$ cat config.mk
export PLATFORM = sky130hd
export DESIGN_NAME = rss_rx_status
export DESIGN_NICKNAME = d
export VERILOG_FILES = /design/src/logic/rss_pkg.sv /design/src/logic/rss_sync_if.sv /design/src/logic/rss_rx_status.sv /design/src/logic/rss_sync_fsm.sv
export SDC_FILE = /design/constraint.sdc
export NUM_CORES = 1
export LEC_CHECK = 0
export ABC_AREA = 1
export BUFFER_PORTS_ARGS = -buffer_cell sky130_fd_sc_hd__buf_2
export CAP_MARGIN = 10
export CORE_ASPECT_RATIO = 0.9
export CORE_MARGIN = 2
export CORE_UTILIZATION = 48
export CTS_CLUSTER_DIAMETER = 40
export DETAILED_ROUTE_END_ITERATION = 10
export PLACE_DENSITY = 0.79
export SYNTH_ARGS = -nofsm -noshare
export SYNTH_HDL_FRONTEND = slang
export SYNTH_HIERARCHICAL = 1
export SYNTH_SLANG_ARGS = --single-unit
export TNS_END_PERCENT = 1
$ cat constraint.sdc
create_clock -name aclk -period 2.4 [get_ports aclk]
set_clock_uncertainty 0.2 [all_clocks]
set_input_delay 0.48 -clock aclk [delete_from_list [all_inputs] [get_ports aclk]]
set_output_delay 0.48 -clock aclk [all_outputs]
set_load 0.005 [all_outputs]
$ cat src/logic/rss_pkg.sv
// Purpose: Shared constants and types for the receive sync and status block
// Assumes: AXI4-Lite register access with 32-bit data, byte addresses
// Notes: Status codes, replacement characters and register map live here
package rss_pkg;
  // Register byte offsets
  localparam int ADDR_W = 8;
  localparam logic [ADDR_W-1:0] REG_CTRL = 8'h00;
  localparam logic [ADDR_W-1:0] REG_FRAMING = 8'h04;
  localparam logic [ADDR_W-1:0] REG_STATUS = 8'h08;
  localparam logic [ADDR_W-1:0] REG_IRQ_STATUS = 8'h0c;
  localparam logic [ADDR_W-1:0] REG_IRQ_MASK = 8'h10;

  // Control fields
  localparam int CTRL_W = 3;
  localparam int CTRL_MODE_BIT = 0;
  localparam int CTRL_BOND_BIT = 1;
  localparam int CTRL_DEC_BIT = 2;
  localparam logic [CTRL_W-1:0] CTRL_RESET = 3'h6;

  // Framing character: bit 8 is the control-character flag
  localparam int FRAMING_W = 9;
  localparam int FRAMING_K_BIT = 8;
  localparam logic [FRAMING_W-1:0] FRAMING_RESET = 9'h1bc;

  // Status register fields
  localparam int STATUS_STATE_LSB = 0;
  localparam int STATUS_LOCKED_BIT = 2;

  // Interrupt bits
  localparam int IRQ_W = 6;
  localparam int IRQ_LOCK_GAINED = 0;
  localparam int IRQ_LOCK_LOST = 1;
  localparam int IRQ_CODEWORD = 2;
  localparam int IRQ_DISPARITY = 3;
  localparam int IRQ_EBUF = 4;
  localparam int IRQ_PLL = 5;
  localparam logic [IRQ_W-1:0] IRQ_MASK_RESET = 6'h00;

  // Character status codes
  localparam logic [2:0] ST_NORMAL = 3'h0;
  localparam logic [2:0] ST_SPECIAL = 3'h1;
  localparam logic [2:0] ST_LOCK_DET = 3'h2;
  localparam logic [2:0] ST_FRAMING = 3'h3;
  localparam logic [2:0] ST_CODEWORD = 3'h4;
  localparam logic [2:0] ST_LOSS = 3'h5;
  localparam logic [2:0] ST_DISPARITY = 3'h6;
  localparam logic [2:0] ST_RESYNC = 3'h7;

  // Replacement characters
  localparam logic [7:0] CHAR_C0_7 = 8'he0;
  localparam logic [7:0] CHAR_C4_7 = 8'he4;

  // Sync machine counts
  localparam int CNT_W = 3;
  localparam logic [CNT_W-1:0] FRAMING_LOCK_COUNT = 3'h4;
  localparam logic [CNT_W-1:0] DEC_ERR_LIMIT = 3'h4;
  localparam logic [CNT_W-1:0] INV_MINUS_VALID_LIMIT = 3'h4;

  // AXI responses
  localparam logic [1:0] RESP_OKAY = 2'h0;
  localparam logic [1:0] RESP_SLVERR = 2'h2;

  typedef enum logic [1:0] {
    SYNC_NONE,
    SYNC_REACQ,
    SYNC_LOCKED,
    SYNC_LOCKED_REACQ
  } rss_sync_e;
endpackage

$ cat src/logic/rss_sync_if.sv
// Purpose: Carries character events to the sync machine and its state back
// Assumes: Single clock domain
// Notes: Event inputs are meaningful only with char_valid, except faults
`timescale 1ns/1ns
interface rss_sync_if;
  logic char_valid;
  logic is_framing;
  logic dec_error;
  logic valid_nonframe;
  logic ebuf_fault;
  logic pll_loss;
  logic bonded;
  logic deskew_expired;
  logic type_b;
  rss_pkg::rss_sync_e state;
  logic locked;
  logic lock_detect;

  modport ctrl (
    output char_valid, is_framing, dec_error, valid_nonframe, ebuf_fault,
    output pll_loss, bonded, deskew_expired, type_b,
    input state, locked, lock_detect
  );
  modport fsm (
    input char_valid, is_framing, dec_error, valid_nonframe, ebuf_fault,
    input pll_loss, bonded, deskew_expired, type_b,
    output state, locked, lock_detect
  );
endinterface
$ cat src/logic/rss_rx_status.sv
// Purpose: Receive character status coding, sync tracking and register file
// Assumes: Decoded characters arrive with per-character error flags
// Notes: Output lags the input by one character for the lock-detect look-ahead
//
// Summary of operation
// RULE1 - Bonded: framing character match gives code 011 with decoded value.
// RULE2 - Undecodable character becomes C0.7 with code 100.
// RULE3 - Bonded: framing or alignment loss gives code 101.
// RULE4 - Independent with decoder on: PLL out of lock gives code 101.
// RULE5 - Elasticity buffer under/overflow gives code 101.
// RULE6 - Running disparity error gives replacement character and code 110.
// RULE7 - Reacquire state gives code 111 with decoded framing character.
// RULE8 - Lock needs framing character on four consecutive characters.
// RULE9 - Before lock, buffer fault, PLL loss or decoder error abandons sync.
// RULE10 - Locked: fault, PLL loss, four errors or invalid-valid of 4 drops lock.
// RULE11 - Type-A leaves locked-reacquire on a valid non-framing character.
// RULE12 - Type-B returns to reacquire on bond timeout or decoder error.
// RULE13 - Type-B abandons attempt when unbonded at deskew expiry.
// RULE14 - Type-B aligns only on last framing before valid data, when bonded.
// RULE15 - Type-B machine has four states: none, reacquire, locked, locked-reacquire.
// RULE16 - Mode select bit 0 picks Type-A or Type-B status reporting.
// RULE17 - Type-B bonded: code 010 on the last character before aligned data.
// RULE18 - Concurrent conditions report the lowest priority number.
// RULE19 - Framing character while unsynchronized enters reacquire.
//
// The address map and the AXI4-Lite register port were left to the implementer.
`timescale 1ns/1ns
module rss_rx_status (
  input wire logic aclk,
  input wire logic aresetn,
  input wire logic [rss_pkg::ADDR_W-1:0] s_axi_awaddr,
  input wire logic s_axi_awvalid,
  output logic s_axi_awready,
  input wire logic [31:0] s_axi_wdata,
  input wire logic [3:0] s_axi_wstrb,
  input wire logic s_axi_wvalid,
  output logic s_axi_wready,
  output logic [1:0] s_axi_bresp,
  output logic s_axi_bvalid,
  input wire logic s_axi_bready,
  input wire logic [rss_pkg::ADDR_W-1:0] s_axi_araddr,
  input wire logic s_axi_arvalid,
  output logic s_axi_arready,
  output logic [31:0] s_axi_rdata,
  output logic [1:0] s_axi_rresp,
  output logic s_axi_rvalid,
  input wire logic s_axi_rready,
  input wire logic rx_char_valid,
  input wire logic [7:0] rx_char_data,
  input wire logic rx_char_is_k,
  input wire logic rx_code_violation,
  input wire logic rx_disparity_error,
  input wire logic rx_ebuf_fault,
  input wire logic rx_pll_loss,
  input wire logic rx_channels_bonded,
  input wire logic rx_deskew_expired,
  output logic rx_out_valid,
  output logic [7:0] rx_out_data,
  output logic [2:0] rx_char_status_code,
  output logic rx_locked,
  output logic irq
);
  rss_sync_if sif ();

  // Software state
  logic [rss_pkg::CTRL_W-1:0] ctrl, next_ctrl;
  logic [rss_pkg::FRAMING_W-1:0] framing_character, next_framing_character;
  logic [rss_pkg::IRQ_W-1:0] irq_status, next_irq_status, irq_mask, next_irq_mask;
  logic next_irq;

  // AXI slave state
  logic aw_got, next_aw_got, w_got, next_w_got, do_write;
  logic [rss_pkg::ADDR_W-1:0] aw_addr, next_aw_addr;
  logic [31:0] w_data, next_w_data, next_rdata;
  logic [3:0] w_strb, next_w_strb;
  logic next_awready, next_wready, next_bvalid, next_arready, next_rvalid;
  logic [1:0] next_bresp, next_rresp;

  // Character path state
  logic rx_status_mode_select, bond_en, dec_en, cv, de, is_framing, loss;
  logic [2:0] in_code, st_code, next_st_code, next_status_code;
  logic [7:0] in_data, st_data, next_st_data, next_out_data;
  logic st_valid, next_st_valid, next_out_valid, next_locked;
  logic [rss_pkg::IRQ_W-1:0] events;

  // RULE16 mode select bit
  assign rx_status_mode_select = ctrl[rss_pkg::CTRL_MODE_BIT];
  assign bond_en = ctrl[rss_pkg::CTRL_BOND_BIT];
  assign dec_en = ctrl[rss_pkg::CTRL_DEC_BIT];
  // Bypassed decoder reports no decode errors
  assign cv = rx_code_violation & dec_en;
  assign de = rx_disparity_error & dec_en;
  assign is_framing = ~cv & ~de &
    (rx_char_is_k == framing_character[rss_pkg::FRAMING_K_BIT]) &&
    (rx_char_data == framing_character[7:0]);

  // Events into the sync machine
  assign sif.char_valid = rx_char_valid;
  assign sif.is_framing = is_framing;
  assign sif.dec_error = cv | de;
  assign sif.valid_nonframe = ~cv & ~de & ~is_framing;
  assign sif.ebuf_fault = rx_ebuf_fault;
  assign sif.pll_loss = rx_pll_loss;
  assign sif.bonded = rx_channels_bonded;
  assign sif.deskew_expired = rx_deskew_expired;
  assign sif.type_b = rx_status_mode_select;

  // RULE15 four-state sync machine
  rss_sync_fsm u_sync (
    .aclk(aclk),
    .aresetn(aresetn),
    .sif(sif)
  );

  // Status code of the incoming character, most urgent first
  always_comb begin
    // RULE3 RULE4 RULE5 loss of sync
    loss = rx_ebuf_fault | (rx_pll_loss & (bond_en | dec_en)) |
      (bond_en & ((sif.state == rss_pkg::SYNC_NONE) | (sif.locked & ~rx_channels_bonded)));
    in_data = rx_char_data;
    // RULE18 priority order
    if (loss) begin
      in_code = rss_pkg::ST_LOSS;
    // RULE7 reacquire reporting
    end else if (sif.state == rss_pkg::SYNC_REACQ) begin
      in_code = rss_pkg::ST_RESYNC;
    // RULE2 codeword violation
    end else if (cv) begin
      in_code = rss_pkg::ST_CODEWORD;
      in_data = rss_pkg::CHAR_C0_7;
    // RULE1 framing character
    end else if (is_framing) begin
      in_code = rss_pkg::ST_FRAMING;
    // RULE6 disparity error
    end else if (de) begin
      in_code = rss_pkg::ST_DISPARITY;
      in_data = rss_pkg::CHAR_C4_7;
    end else if (rx_char_is_k) begin
      in_code = rss_pkg::ST_SPECIAL;
    end else begin
      in_code = rss_pkg::ST_NORMAL;
    end
  end

  // One-character stage; the next character decides lock-detect
  always_comb begin
    next_st_valid = st_valid;
    next_st_data = st_data;
    next_st_code = st_code;
    next_out_valid = 1'b0;
    next_out_data = rx_out_data;
    next_status_code = rx_char_status_code;
    if (rx_char_valid) begin
      next_st_valid = 1'b1;
      next_st_data = in_data;
      next_st_code = in_code;
      next_out_valid = st_valid;
      if (st_valid) begin
        next_out_data = st_data;
        next_status_code = st_code;
        // RULE17 lock detected code
        if (sif.lock_detect && bond_en && st_code != rss_pkg::ST_LOSS) begin
          next_status_code = rss_pkg::ST_LOCK_DET;
        end
      end
    end
    next_locked = sif.locked;
  end

  always_ff @(posedge aclk) begin
    if (!aresetn) begin
      st_valid <= 1'b0;
      st_data <= 8'h00;
      st_code <= rss_pkg::ST_NORMAL;
      rx_out_valid <= 1'b0;
      rx_out_data <= 8'h00;
      rx_char_status_code <= rss_pkg::ST_NORMAL;
      rx_locked <= 1'b0;
    end else begin
      st_valid <= next_st_valid;
      st_data <= next_st_data;
      st_code <= next_st_code;
      rx_out_valid <= next_out_valid;
      rx_out_data <= next_out_data;
      rx_char_status_code <= next_status_code;
      rx_locked <= next_locked;
    end
  end

  // Interrupt sources; lock edges come from the registered lock flag
  always_comb begin
    events = '0;
    events[rss_pkg::IRQ_LOCK_GAINED] = sif.locked & ~rx_locked;
    events[rss_pkg::IRQ_LOCK_LOST] = ~sif.locked & rx_locked;
    events[rss_pkg::IRQ_CODEWORD] = rx_char_valid & cv;
    events[rss_pkg::IRQ_DISPARITY] = rx_char_valid & de;
    events[rss_pkg::IRQ_EBUF] = rx_ebuf_fault;
    events[rss_pkg::IRQ_PLL] = rx_pll_loss;
  end

  // AXI write and read channels plus register effects
  always_comb begin
    next_aw_got = aw_got;
    next_w_got = w_got;
    next_aw_addr = aw_addr;
    next_w_data = w_data;
    next_w_strb = w_strb;
    next_bvalid = s_axi_bvalid;
    next_bresp = s_axi_bresp;
    next_ctrl = ctrl;
    next_framing_character = framing_character;
    next_irq_mask = irq_mask;
    next_irq_status = irq_status;
    if (s_axi_awvalid && s_axi_awready) begin
      next_aw_got = 1'b1;
      next_aw_addr = s_axi_awaddr;
    end
    if (s_axi_wvalid && s_axi_wready) begin
      next_w_got = 1'b1;
      next_w_data = s_axi_wdata;
      next_w_strb = s_axi_wstrb;
    end
    if (s_axi_bvalid && s_axi_bready) begin
      next_bvalid = 1'b0;
    end
    do_write = aw_got & w_got & ~s_axi_bvalid;
    // Set wins over clear: a new event survives a same-cycle clear
    if (do_write) begin
      next_aw_got = 1'b0;
      next_w_got = 1'b0;
      next_bvalid = 1'b1;
      next_bresp = rss_pkg::RESP_OKAY;
      if (aw_addr == rss_pkg::REG_CTRL) begin
        if (w_strb[0]) begin
          next_ctrl = w_data[rss_pkg::CTRL_W-1:0];
        end
      end else if (aw_addr == rss_pkg::REG_FRAMING) begin
        if (w_strb[0]) begin
          next_framing_character[7:0] = w_data[7:0];
        end
        if (w_strb[1]) begin
          next_framing_character[rss_pkg::FRAMING_K_BIT] = w_data[rss_pkg::FRAMING_K_BIT];
        end
      end else if (aw_addr == rss_pkg::REG_STATUS) begin
        next_bresp = rss_pkg::RESP_OKAY;
      end else if (aw_addr == rss_pkg::REG_IRQ_STATUS) begin
        if (w_strb[0]) begin
          next_irq_status = irq_status & ~w_data[rss_pkg::IRQ_W-1:0];
        end
      end else if (aw_addr == rss_pkg::REG_IRQ_MASK) begin
        if (w_strb[0]) begin
          next_irq_mask = w_data[rss_pkg::IRQ_W-1:0];
        end
      end else begin
        next_bresp = rss_pkg::RESP_SLVERR;
      end
    end
    next_irq_status = next_irq_status | events;
    next_awready = ~next_aw_got & ~next_bvalid;
    next_wready = ~next_w_got & ~next_bvalid;
    next_irq = |(next_irq_status & next_irq_mask);

    next_rvalid = s_axi_rvalid;
    next_rdata = s_axi_rdata;
    next_rresp = s_axi_rresp;
    if (s_axi_rvalid && s_axi_rready) begin
      next_rvalid = 1'b0;
    end
    if (s_axi_arvalid && s_axi_arready) begin
      next_rvalid = 1'b1;
      next_rdata = 32'h0000_0000;
      next_rresp = rss_pkg::RESP_OKAY;
      if (s_axi_araddr == rss_pkg::REG_CTRL) begin
        next_rdata[rss_pkg::CTRL_W-1:0] = ctrl;
      end else if (s_axi_araddr == rss_pkg::REG_FRAMING) begin
        next_rdata[rss_pkg::FRAMING_W-1:0] = framing_character;
      end else if (s_axi_araddr == rss_pkg::REG_STATUS) begin
        next_rdata[rss_pkg::STATUS_STATE_LSB+:2] = sif.state;
        next_rdata[rss_pkg::STATUS_LOCKED_BIT] = sif.locked;
      end else if (s_axi_araddr == rss_pkg::REG_IRQ_STATUS) begin
        next_rdata[rss_pkg::IRQ_W-1:0] = irq_status;
      end else if (s_axi_araddr == rss_pkg::REG_IRQ_MASK) begin
        next_rdata[rss_pkg::IRQ_W-1:0] = irq_mask;
      end else begin
        next_rresp = rss_pkg::RESP_SLVERR;
      end
    end
    // One read in flight; address is refused while data waits
    next_arready = ~next_rvalid;
  end

  always_ff @(posedge aclk) begin
    if (!aresetn) begin
      aw_got <= 1'b0;
      w_got <= 1'b0;
      aw_addr <= '0;
      w_data <= 32'h0000_0000;
      w_strb <= 4'h0;
      s_axi_awready <= 1'b0;
      s_axi_wready <= 1'b0;
      s_axi_bvalid <= 1'b0;
      s_axi_bresp <= rss_pkg::RESP_OKAY;
      s_axi_arready <= 1'b0;
      s_axi_rvalid <= 1'b0;
      s_axi_rdata <= 32'h0000_0000;
      s_axi_rresp <= rss_pkg::RESP_OKAY;
      ctrl <= rss_pkg::CTRL_RESET;
      framing_character <= rss_pkg::FRAMING_RESET;
      irq_status <= '0;
      irq_mask <= rss_pkg::IRQ_MASK_RESET;
      irq <= 1'b0;
    end else begin
      aw_got <= next_aw_got;
      w_got <= next_w_got;
      aw_addr <= next_aw_addr;
      w_data <= next_w_data;
      w_strb <= next_w_strb;
      s_axi_awready <= next_awready;
      s_axi_wready <= next_wready;
      s_axi_bvalid <= next_bvalid;
      s_axi_bresp <= next_bresp;
      s_axi_arready <= next_arready;
      s_axi_rvalid <= next_rvalid;
      s_axi_rdata <= next_rdata;
      s_axi_rresp <= next_rresp;
      ctrl <= next_ctrl;
      framing_character <= next_framing_character;
      irq_status <= next_irq_status;
      irq_mask <= next_irq_mask;
      irq <= next_irq;
    end
  end
endmodule

$ cat src/logic/rss_sync_fsm.sv
// Purpose: Receive synchronization machine, Type-A and Type-B variants
// Assumes: One character per char_valid cycle
// Notes: lock_detect is a combinational pulse on the aligning character
`timescale 1ns/1ns
module rss_sync_fsm #(
  parameter logic [rss_pkg::CNT_W-1:0] LOCK_COUNT = rss_pkg::FRAMING_LOCK_COUNT,
  parameter logic [rss_pkg::CNT_W-1:0] ERR_LIMIT = rss_pkg::DEC_ERR_LIMIT,
  parameter logic [rss_pkg::CNT_W-1:0] DIFF_LIMIT = rss_pkg::INV_MINUS_VALID_LIMIT
) (
  input wire logic aclk,
  input wire logic aresetn,
  rss_sync_if.fsm sif
);
  rss_pkg::rss_sync_e state;
  rss_pkg::rss_sync_e next_state;
  logic [rss_pkg::CNT_W-1:0] frm_cnt;
  logic [rss_pkg::CNT_W-1:0] next_frm_cnt;
  logic [rss_pkg::CNT_W-1:0] err_cnt;
  logic [rss_pkg::CNT_W-1:0] next_err_cnt;
  logic [rss_pkg::CNT_W-1:0] diff_cnt;
  logic [rss_pkg::CNT_W-1:0] next_diff_cnt;
  logic fault;
  logic pre_abort;
  logic lock_abort;
  logic no_bond_window;
  logic lock_det;

  // Next state and counters
  always_comb begin
    next_state = state;
    next_frm_cnt = frm_cnt;
    next_err_cnt = err_cnt;
    next_diff_cnt = diff_cnt;
    lock_det = 1'b0;
    fault = sif.ebuf_fault | sif.pll_loss;
    no_bond_window = sif.type_b & ~sif.bonded & sif.deskew_expired;
    if (sif.char_valid) begin
      // Saturating so a long run never wraps back below the limit
      if (sif.is_framing) begin
        next_frm_cnt = (frm_cnt == LOCK_COUNT) ? frm_cnt : frm_cnt + 3'h1;
      end else begin
        next_frm_cnt = 3'h0;
      end
      if (sif.dec_error) begin
        next_err_cnt = (err_cnt == ERR_LIMIT) ? err_cnt : err_cnt + 3'h1;
        next_diff_cnt = (diff_cnt == DIFF_LIMIT) ? diff_cnt : diff_cnt + 3'h1;
      end else begin
        next_err_cnt = 3'h0;
        next_diff_cnt = (diff_cnt != 3'h0) ? diff_cnt - 3'h1 : diff_cnt;
      end
    end
    // RULE9 pre-lock aborts
    pre_abort = fault | (sif.char_valid & sif.dec_error);
    // RULE13 no bond by deskew expiry
    pre_abort = pre_abort | (sif.char_valid & no_bond_window);
    // RULE10 locked aborts
    lock_abort = fault | (next_err_cnt == ERR_LIMIT) | (next_diff_cnt == DIFF_LIMIT);
    case (state)
      rss_pkg::SYNC_NONE: begin
        // RULE19 framing starts reacquire
        if (sif.char_valid & sif.is_framing & ~pre_abort) begin
          next_state = rss_pkg::SYNC_REACQ;
        end
      end
      rss_pkg::SYNC_REACQ: begin
        if (pre_abort) begin
          next_state = rss_pkg::SYNC_NONE;
        // RULE8 four framing to lock
        end else if (next_frm_cnt == LOCK_COUNT) begin
          next_state = rss_pkg::SYNC_LOCKED_REACQ;
        end
      end
      rss_pkg::SYNC_LOCKED_REACQ: begin
        if (lock_abort) begin
          next_state = rss_pkg::SYNC_NONE;
        // RULE12 Type-B falls back
        end else if (sif.char_valid & sif.type_b & (no_bond_window | sif.dec_error)) begin
          next_state = rss_pkg::SYNC_REACQ;
        // RULE11 RULE14 valid data aligns
        end else if (sif.char_valid & sif.valid_nonframe & (~sif.type_b | sif.bonded)) begin
          next_state = rss_pkg::SYNC_LOCKED;
          lock_det = sif.type_b;
        end
      end
      rss_pkg::SYNC_LOCKED: begin
        if (lock_abort) begin
          next_state = rss_pkg::SYNC_NONE;
        end
      end
      default: next_state = rss_pkg::SYNC_NONE;
    endcase
    // Lock-time counters restart whenever lock is lost
    if (next_state == rss_pkg::SYNC_NONE || next_state == rss_pkg::SYNC_REACQ) begin
      next_err_cnt = 3'h0;
      next_diff_cnt = 3'h0;
    end
    if (next_state == rss_pkg::SYNC_NONE) begin
      next_frm_cnt = 3'h0;
    end
  end

  // State registers
  always_ff @(posedge aclk) begin
    if (!aresetn) begin
      state <= rss_pkg::SYNC_NONE;
      frm_cnt <= 3'h0;
      err_cnt <= 3'h0;
      diff_cnt <= 3'h0;
    end else begin
      state <= next_state;
      frm_cnt <= next_frm_cnt;
      err_cnt <= next_err_cnt;
      diff_cnt <= next_diff_cnt;
    end
  end

  assign sif.state = state;
  assign sif.locked = (state == rss_pkg::SYNC_LOCKED) || (state == rss_pkg::SYNC_LOCKED_REACQ);
  assign sif.lock_detect = lock_det;
endmodule

# Word level (Yosys, flattened, before mapping)
# Cells that the tools add are included.
# totals
out_inout_bits	55
input_bits	75
elab_cells	208
register_bits	100
# classes
reduce_logical	23
addsub	4
n_mux	73
n_eq_ne	21
n_bitwise	57
# op_table
op	n
two-way mux 6 bit	17
two-way mux 3 bit	20
two-way mux 8 bit	5
two-way mux 2 bit	17
equality test 8 x 4 -> 1 bit, second input constant	4
AND 1 bit	26
equality test 3 bit, second input constant	6
equality test 8 x 3 -> 1 bit, second input constant	2
equality test 8 x 5 -> 1 bit, second input constant	2
logical NOT 8 bit	2
NOT 1 bit	15
two-way mux 1 bit	13
AND 6 bit	2
bitwise OR 1 bit	12
adder 3 x 1 -> 3 bit, second input constant	3
equality test 8 bit	1
logical AND 1 bit	8
one-hot mux 2 bit (4 select lines)	1
AND reduction 4 bit	2
NOT 6 bit	1
bitwise OR 6 bit	1
OR reduction 6 bit	1
equality test 2 x 1 -> 1 bit, second input constant	2
equality test 2 bit, second input constant	2
9 further kinds	13

# Depth between registers and ports, before layout
# Gate-level depths: netlist (run 1).
# logic_depth
depth_word	16
ltp_mapped	17
depth_no_buf	17

# Modules after synthesis
# The synthesis (run 1) kept the hierarchy.
# modules_own_cells
mod	area_per_inst_um2	n_inst	seq_area_each_um2	cells_per_inst
rss_rx_status	4220.3	1	1741.7	620
rss_sync_fsm	867.1	1	220.2	141

# Worst setup path before layout (run 1)
# OpenSTA, ideal clock, no wires.
# synth_timing
kind	input to register
start	input rx_char_data[5]
end	register rx_char_status_code[0]
setup_slack_ns	0.050
arrival_time_ns	2.021
setup_ns	0.129
required_ns	2.071
path_stages	14
path_buffers	0
cell_sequence	inv_1 -> or2_2 -> nand3_1 -> nor2_1 -> nand4_1 -> inv_1 -> nor2_1 -> nand2_1 -> a21oi_1 -> nand2_1 -> nor4b_1 -> o311ai_0 -> nand2_1 -> a21oi_1
# synth_between
elab_chain_cells	13
# synth_lines
element	line	rtl
from (decl)	rss_rx_status.sv:49	input wire logic [7:0] rx_char_data,
equality test 8 bit	rss_rx_status.sv:95	(rx_char_data == framing_character[7:0]);
logical AND 1 bit	rss_rx_status.sv:94	(rx_char_is_k == framing_character[rss_pkg::FRAMING_K_BIT]) &&
via is_framing	rss_rx_status.sv:80	logic rx_status_mode_select, bond_en, dec_en, cv, de, is_framing, loss;
NOT 1 bit	rss_rx_status.sv:101	assign sif.valid_nonframe = ~cv & ~de & ~is_framing;
AND 1 bit	rss_rx_status.sv:101	
via sif.valid_nonframe	rss_sync_if.sv:9	logic valid_nonframe;
AND 1 bit (2 in a row)	rss_sync_fsm.sv:80	end else if (sif.char_valid & sif.valid_nonframe & (~sif.type_b | sif.bonded)) begin
two-way mux 1 bit	rss_sync_fsm.sv:80	
two-way mux 1 bit	rss_sync_fsm.sv:77	end else if (sif.char_valid & sif.type_b & (no_bond_window | sif.dec_error)) begin
two-way mux 1 bit	rss_sync_fsm.sv:74	if (lock_abort) begin
two-way mux 1 bit	rss_sync_fsm.sv:58	case (state)
via sif.lock_detect	rss_sync_if.sv:17	logic lock_detect;
logical AND 1 bit (2 in a row)	rss_rx_status.sv:162	if (sif.lock_detect && bond_en && st_code != rss_pkg::ST_LOSS) begin
two-way mux 3 bit	rss_rx_status.sv:162	
to (signal assigned)	rss_rx_status.sv:177	rx_char_status_code <= rss_pkg::ST_NORMAL;
to (signal assigned)	rss_rx_status.sv:185	rx_char_status_code <= next_status_code;
to (decl)	rss_rx_status.sv:59	output logic [2:0] rx_char_status_code,
# The timed path passes the listed nets, and every way through them passes these cells.
# A chain may end at the register's enable or synchronous reset.

# Worst setup path after layout (run 1)
# layout_timing
start	register ctrl[2] in the netlist's numbering
end	register u_sync/frm_cnt[0] in the netlist's numbering
# layout_between
word_cells_on_any_way	41
cone_classes	eq/ne (3); mux (14); bitwise (21); reduce/logical (3)
# layout_rtl
element	line	rtl
from (decl)	rss_rx_status.sv:66	logic [rss_pkg::CTRL_W-1:0] ctrl, next_ctrl;
from (signal assigned)	rss_rx_status.sv:307	ctrl <= rss_pkg::CTRL_RESET;
from (signal assigned)	rss_rx_status.sv:326	ctrl <= next_ctrl;
AND 1 bit (on tied branches)	rss_rx_status.sv:91, rss_rx_status.sv:92	
bitwise OR 1 bit (*)	rss_rx_status.sv:100	assign sif.dec_error = cv | de;
via sif.dec_error	rss_sync_if.sv:8	logic dec_error;
two-way mux 3 bit or AND 1 bit (tied branches)	rss_sync_fsm.sv:44, rss_sync_fsm.sv:53	
two-way mux 3 bit or bitwise OR 1 bit (tied branches)	rss_sync_fsm.sv:37, rss_sync_fsm.sv:53	
equality test 3 bit or bitwise OR 1 bit (tied branches)	rss_sync_fsm.sv:57, rss_sync_fsm.sv:55	
bitwise OR 1 bit or NOT 1 bit (tied branches)	rss_sync_fsm.sv:57, rss_sync_fsm.sv:61	
bitwise OR 1 bit or AND 1 bit (tied branches)	rss_sync_fsm.sv:57, rss_sync_fsm.sv:61	
two-way mux 2 bit (on tied branches)	rss_sync_fsm.sv:86, rss_sync_fsm.sv:61, rss_sync_fsm.sv:74	
one-hot mux 2 bit (4 select lines) (*)	rss_sync_fsm.sv:58	
logical NOT 2 bit (*)	rss_sync_fsm.sv:97	if (next_state == rss_pkg::SYNC_NONE) begin
OR reduction 2 bit (no source line) (*)	--	
to (signal assigned)	rss_sync_fsm.sv:111	frm_cnt <= next_frm_cnt;
to (decl)	rss_sync_fsm.sv:16	logic [rss_pkg::CNT_W-1:0] frm_cnt;
# The timed path passes the listed nets; every way through them passes the cells marked *.

==> results of run 1 <==
==> area by class of cell <==
class | count | area, um^2 | share of cell area
Inverter | 96 | 362 | 0.0596
Clock inverter | 5 | 38.8 | 0.00640
Timing Repair Buffer | 113 | 654 | 0.108
Multi-Input combinational cell | 544 | 2640 | 0.436
Tap cell | 129 | 161 | 0.0266
Clock buffer | 11 | 243 | 0.0400
Sequential cell | 98 | 1960 | 0.324
==> cells by family (layout without fill, tap and decap cells) <==
kind of cell | Yosys count | count (layout) | share of synthesized area
DFF | 98 | 98 | 0.386
buffers and inverters | 144 | 225 | 0.129
AOI/OAI and AO/OA | 141 | 141 | 0.147
adders and majority gates | 7 | 7 | 0.0172
and+or+nand+nor | 364 | 365 | 0.309
xor gates and xnor gates | 6 | 6 | 0.0103
other | 1 | 25 | 0.000737
==> routing by layer <==
metal,vias up,share of wire,GRT usage
li1,2583,-,-
met2,156,0.45,0.372
met5,-,0,0
met1,2277,0.47,0.307
met4,0,0.014,0.0600
met3,16,0.066,0.0491
==> through the flow <==
step | total power, mW | setup TNS, ns
2_1_floorplan | 2.05 | 0
3_3_place_gp | 2.16 | -1.29
3_5_place_dp | 2.17 | -2.43
4_1_cts | 3.54 | 0
5_1_grt | 3.66 | -1.63
6_report | 3.52 | 0
==> worst register-to-register path, cell delays in order, from the launching register on <==
cell     delay, ns
dfxtp_1       0.33
nand2_1       0.10
nand2_2       0.14
nor2_2        0.14
nand4_1       0.15
inv_2         0.10
buf_6         0.10
nand2_4       0.05
nor2_1        0.10
o21ai_1       0.07
nand2_1       0.11
nand3_1       0.09
nor2_1        0.13
nor2_2        0.07
nor2_4        0.17
nand2_4       0.11
a21oi_2       0.13
==> report_power, final <==
part / internal, mW / switching, mW
Combinational: 0.152 / 0.260
Sequential: 1.69 / 0.0413
Clock: 0.737 / 0.638
==> state kept, by name, indices dropped and copies added (netlist names), 6 cells and up <==
name and count:
rx_out_data 8, irq_mask 6, w_data 9, framing_character 9, s_axi_rdata 9, aw_addr 8
irq_status 6, st_data 8
==> timing repair <==
item | CTS | global route
gates resized for setup | 3 | 24
cloned | 0 | 1
pin swaps | 1 | 14
setup endpoints to repair | 3 | 13
==> worst paths after layout <==
path / end / cells past startpoint / from / slack (ns)
hold reg to reg: s_axi_wready$_SDFF_PN0_ / 1 / w_got$_SDFF_PN0_ / 0.24
hold / removal: w_data[6]$_SDFFE_PN0P_ / 3 / s_axi_wdata[6] / 0.18
setup reg to reg: u_sync/frm_cnt[0]$_SDFF_PP0_ / 16 / ctrl[2]$_SDFFE_PN1P_ / 0.04
setup / recovery: u_sync/frm_cnt[0]$_SDFF_PP0_ / 16 / ctrl[2]$_SDFFE_PN1P_ / 0.04
==> synthesized netlist by cell type, drive strengths merged (2+ instances only) <==
cell / number
buf: 29
nand3: 50
nor2: 92
inv: 94
nor3: 7
clkbuf: 19
a21oi: 64
o21ai: 57
dfxtp: 98
clkinv: 2
xor2: 5
nand3b: 2
or2: 4
nand2: 202
a31oi: 6
ha: 7
o211ai: 10
nand4: 5
==> impl_metrics.env, run 1 <==
export IMPL_area_delta_synth_final_pct=19.2
export IMPL_drc_errors=0
export IMPL_maxCapViolCount=0
export IMPL_cts_tree="yes"
export IMPL_dieHeight_um=102
export IMPL_worst_setup_path_start_kind="register"
export IMPL_synth_largest_area_cell="dfxtp_1"
export IMPL_grt_pass1_wl_um=20900
export IMPL_antenna_found_initial=0
export IMPL_place_ws_ns=-0.378
export IMPL_routabilityCongestion=0.876
export IMPL_synth_area_leaders="dfxtp_1, nand2_1, inv_1, a21oi_1, nor2_1"
export IMPL_gr_total_overflow=0
export IMPL_drive_above_1_share=0.208
export IMPL_ant_nets=0
export IMPL_post_cts_setup_buffer_count=0
export IMPL_num_vias=5032
export IMPL_n_antenna_cell=0
export IMPL_die_area_um2=11400
export IMPL_cp_top_family="simple AND/OR/NAND/NOR gates"
export IMPL_synth_area_um2=5090
export IMPL_final_cell_mix="nand2_1, dfxtp_1, inv_1"
export IMPL_globalRouteTotalUtil=0.227
export IMPL_dpl_cell_count=979
export IMPL_rows=35
export IMPL_cp_max_fo=7
export IMPL_avgRoutedWirePerCell_um=12.8
export IMPL_synth_cells=761
export IMPL_insertion_delay_ns=0.35
export IMPL_numCtsBuffers=9
export IMPL_final_min_clock_period_ns=2.36
export IMPL_grt_pass1_vias=4571
export IMPL_crit_chain="nand2_1 -> nand2_2 -> nor2_2 -> nand4_1 -> inv_2 -> buf_6 -> nand2_4 -> nor2_1 -> o21ai_1 -> nand2_1 -> nand3_1 -> nor2_1 -> nor2_2 -> nor2_4 -> nand2_4 -> a21oi_2"
export IMPL_pin_count=130
export IMPL_cts_max_path_buffers=2
export IMPL_yosysWarningCount=6
export IMPL_max_freq_ghz=0.424
export IMPL_cp_num_buf_inv=2
export IMPL_ctsHtreeMaxLevel=3
export IMPL_p_leak_nw=2.98
export IMPL_final_nets=944
export IMPL_maxSlewViolCount=0
export IMPL_yosysTopAreaCellShare=0.386
export IMPL_fin_util=0.589
export IMPL_crit_slowest_cell="dfxtp_1"
export IMPL_critPathArrivalTime_ns=2.44
export IMPL_fillers=965
export IMPL_ys_seq_area_frac=0.386
export IMPL_root_buffer="clkbuf_16"
export IMPL_rsz0062_at_grt="yes"
export IMPL_final_area_um2=6060
export IMPL_viasPerCell=5.05
export IMPL_die_w_um=113
export IMPL_finalHoldWorstSlack_ns=0.180
export IMPL_fin_crit_sh=0.983
export IMPL_synth_edf_count=0
export IMPL_io_buffers=79
export IMPL_setup_ws_ns=0.0416
export IMPL_synth_ff_type="dfxtp_1"
export IMPL_hpwl_um=9360
export IMPL_final_cells=996
export IMPL_hold_viol_final=0
export IMPL_relSlewSlack=0.649
export IMPL_critical_path_max_stage_delay_ns=0.33
export IMPL_synthDistinctLibCells=37
export IMPL_initial_core_util=0.494
export IMPL_hp_class="in -> reg"
export IMPL_p_per_area_nw_per_um2=580
export IMPL_grt_max_degree=30
export IMPL_path_clk_slew_ns=0.07
export IMPL_status="completed"
export IMPL_worstPathRequired_ns=2.48
export IMPL_critPathCaptureType="register"
export IMPL_worst_pin_slew_ns=0.525
export IMPL_clkSinkCount=98
export IMPL_path_class="reg -> reg"
export IMPL_postSynthAreaPerCell_um2=6.69
export IMPL_postPlaceCellArea_um2=5690
export IMPL_ys_seq_elements=98
export IMPL_ir_drop_v=0.000497
export IMPL_finalSetupViolCount=0
export IMPL_drtIter0Drc=319
export IMPL_core_um2=10300
export IMPL_routed_wl_um=12700
export IMPL_hold_buffers=0
export IMPL_dr_pass1_iters=5
export IMPL_final_common_cell="nand2_1"
export IMPL_synthArstFlopShare=0
Power figures use the tool's default switching activity.
==> run 2, diff against run 1 <==
--- a/config.mk
+++ b/config.mk
@@ -8,12 +8,13 @@
 export ABC_AREA = 1
 export BUFFER_PORTS_ARGS = -buffer_cell sky130_fd_sc_hd__buf_2
 export CAP_MARGIN = 10
-export CORE_ASPECT_RATIO = 0.9
+export CORE_ASPECT_RATIO = 2
 export CORE_MARGIN = 2
 export CORE_UTILIZATION = 48
 export CTS_CLUSTER_DIAMETER = 40
 export DETAILED_ROUTE_END_ITERATION = 10
 export PLACE_DENSITY = 0.79
+export SLEW_MARGIN = 20
 export SYNTH_ARGS = -nofsm -noshare
 export SYNTH_HDL_FRONTEND = slang
 export SYNTH_HIERARCHICAL = 1
==> impl_metrics.env, run 2 (synthesis gave the netlist of run 1 again) <==
export IMPL_status="completed"
export IMPL_hold_buffers=0
export IMPL_reg_top3="framing_character x9, s_axi_rdata x9, w_data x9"
export IMPL_r2r_setup_slack_ns=0.08
export IMPL_n_antenna_cell=0
export IMPL_final_area_um2=6230
export IMPL_hpwl_um=9890
export IMPL_critPathArrivalTime_ns=2.41
export IMPL_die_area_um2=11500
export IMPL_finalSetupViolCount=0
export IMPL_viasPerCell=5.08
export IMPL_endpoint="u_sync/frm_cnt[0]$_SDFF_PP0_"
export IMPL_root_buffer="clkbuf_16"
export IMPL_gr_total_overflow=0
export IMPL_crit_slowest_cell="dfxtp_2"
export IMPL_rows=53
export IMPL_avgRoutedWirePerCell_um=13.2
export IMPL_crit_chain="inv_2 -> or2_4 -> o211ai_1 -> nor2_2 -> nand4_1 -> inv_2 -> buf_6 -> nand2_4 -> inv_2 -> nand2_2 -> nand2_2 -> nor2_4 -> nand3_2 -> nor2_4 -> nor2_4 -> nor2_4 -> nand2_4 -> a21oi_2"
export IMPL_fin_crit_sh=0.966
export IMPL_drc_errors=0
export IMPL_antenna_found_initial=0
export IMPL_r2r_cells=18
export IMPL_grt_max_degree=33
export IMPL_power_frac_seq=0.477
export IMPL_critPathCaptureType="register"
export IMPL_final_nets=954
export IMPL_io_buffers=79
export IMPL_final_common_cell="nand2_1"
export IMPL_dr_pass1_iters=4
export IMPL_numCtsBuffers=9
export IMPL_setup_tns_ns=0
export IMPL_reg2reg_from="framing_character[0]$_SDFFE_PN0P_"
export IMPL_worstPathRequired_ns=2.49
export IMPL_drive_above_1_share=0.226
export IMPL_cts_tree="yes"
export IMPL_core_um2=10400
export IMPL_switching_share=0.264
export IMPL_die_w_um=76.8
export IMPL_place_ws_ns=-0.288
export IMPL_ant_nets=0
export IMPL_p_leak_nw=3.05
export IMPL_rsz0062_at_grt="yes"
export IMPL_cp_common_cell="nor2_4"
export IMPL_combinationalPowerShare=0.116
export IMPL_grt_pass1_wl_um=21300
export IMPL_timing_rr_end="u_sync/frm_cnt[0]$_SDFF_PP0_"
export IMPL_clkSinkCount=98
export IMPL_hp_class="in -> reg"
export IMPL_internal_power_mw=2.67
export IMPL_power_switching_uw=959
export IMPL_postPlaceCellArea_um2=5760
export IMPL_dieHeight_um=150
export IMPL_cp_max_fo=5
export IMPL_ctsHtreeMaxLevel=3
export IMPL_cts_max_path_buffers=2
export IMPL_worst_pin_slew_ns=0.552
export IMPL_critical_path_max_stage_delay_ns=0.34
export IMPL_final_min_clock_period_ns=2.32
export IMPL_initial_core_util=0.489
export IMPL_routed_wl_um=13400
export IMPL_ir_drop_v=0.000470
export IMPL_worst_setup_path_start_kind="register"
export IMPL_insertion_delay_ns=0.35
export IMPL_crit_start="framing_character[0]$_SDFFE_PN0P_"
export IMPL_clockPowerShare=0.407
export IMPL_area_delta_synth_final_pct=22.5
export IMPL_final_cell_mix="nand2_1, dfxtp_1, inv_1"
export IMPL_max_freq_ghz=0.431
export IMPL_maxCapViolCount=0
export IMPL_path_class="reg -> reg"
export IMPL_grt_pass1_vias=4794
export IMPL_relSlewSlack=0.631
export IMPL_globalRouteTotalUtil=0.232
export IMPL_path_clk_slew_ns=0.07
export IMPL_pin_count=130
export IMPL_hold_viol_final=0
export IMPL_p_per_area_nw_per_um2=583
export IMPL_drtIter0Drc=230
export IMPL_maxSlewViolCount=0
export IMPL_setup_ws_ns=0.0810
export IMPL_routabilityCongestion=0.866
export IMPL_num_vias=5155
## run 2: changes by cell type in the layout (fill, tap and decap cells not counted), sizes merged
cell / delta
buf: +10
clkbuf: -1
inv: +2
clkinvlp: +1
bufinv: +1
clkinv: -3
## run 2: metrics by stage
stage	hold slack [ns]	power, mW	utilization	instances
floorplan	0.199	2.05	-	785
global placement	0.219	2.17	0.553	993
detailed placement	0.235	2.18	0.553	993
CTS	0.183	3.63	0.588	1012
global route	0.197	3.78	0.599	1014
finish	0.190	3.63	0.599	1014
## run 2: power groups by stage
stage,Sequential [mW],Combinational [mW],Clock (mW)
final,1.73,0.421,1.48
after global routing,1.74,0.476,1.56
after CTS,1.73,0.414,1.49
after detailed placement,1.77,0.410,0
after global placement,1.77,0.403,0
after floorplan,1.76,0.286,0
## run 2: area by class of cell
cell class / count / area (um^2)
clock inverters: 6 / 73.8
flip-flops and latches: 98 / 1970
inverters: 96 / 362
multi-input cells: 544 / 2680
well taps: 137 / 171
repair buffers: 123 / 746
clock buffers: 10 / 229
fillers: 988 / 4180
## run 2: worst min path at each step
stage                startpoint                 endpoint  slack, ns  depth (start not counted)
2_1_floorplan  w_got$_SDFF_PN0_  s_axi_wready$_SDFF_PN0_       0.20                          1
3_5_place_dp   w_got$_SDFF_PN0_  s_axi_wready$_SDFF_PN0_       0.24                          1
6_report         s_axi_wdata[7]   w_data[7]$_SDFFE_PN0P_       0.19                          3
4_1_cts          s_axi_wdata[7]   w_data[7]$_SDFFE_PN0P_       0.18                          3
3_3_place_gp   w_got$_SDFF_PN0_  s_axi_wready$_SDFF_PN0_       0.22                          1
5_1_grt          s_axi_wstrb[1]   w_strb[1]$_SDFFE_PN0P_       0.20                          3
## run 2: per-layer routing
layer | global-route usage | share of wire
met1 | 0.227 | 0.35
met2 | 0.442 | 0.55
met3 | 0.0296 | 0.039
met4 | 0.157 | 0.054
met5 | 0 | 0
## run 2: worst max-delay path, delay by kind of cell, from the launching register on
kind,cells,cell delay (ns)
compound gates,2,0.25
buf+inv,4,0.26
flops,1,0.34
simple gates,12,1.20
## run 2: repair_timing
action | in CTS | in global routing
endpoints found under the setup margin | 6 | 13
setup buffers | 2 | 2
gates cloned | 1 | 0
pin swaps | 13 | 16
gates resized for setup | 15 | 26
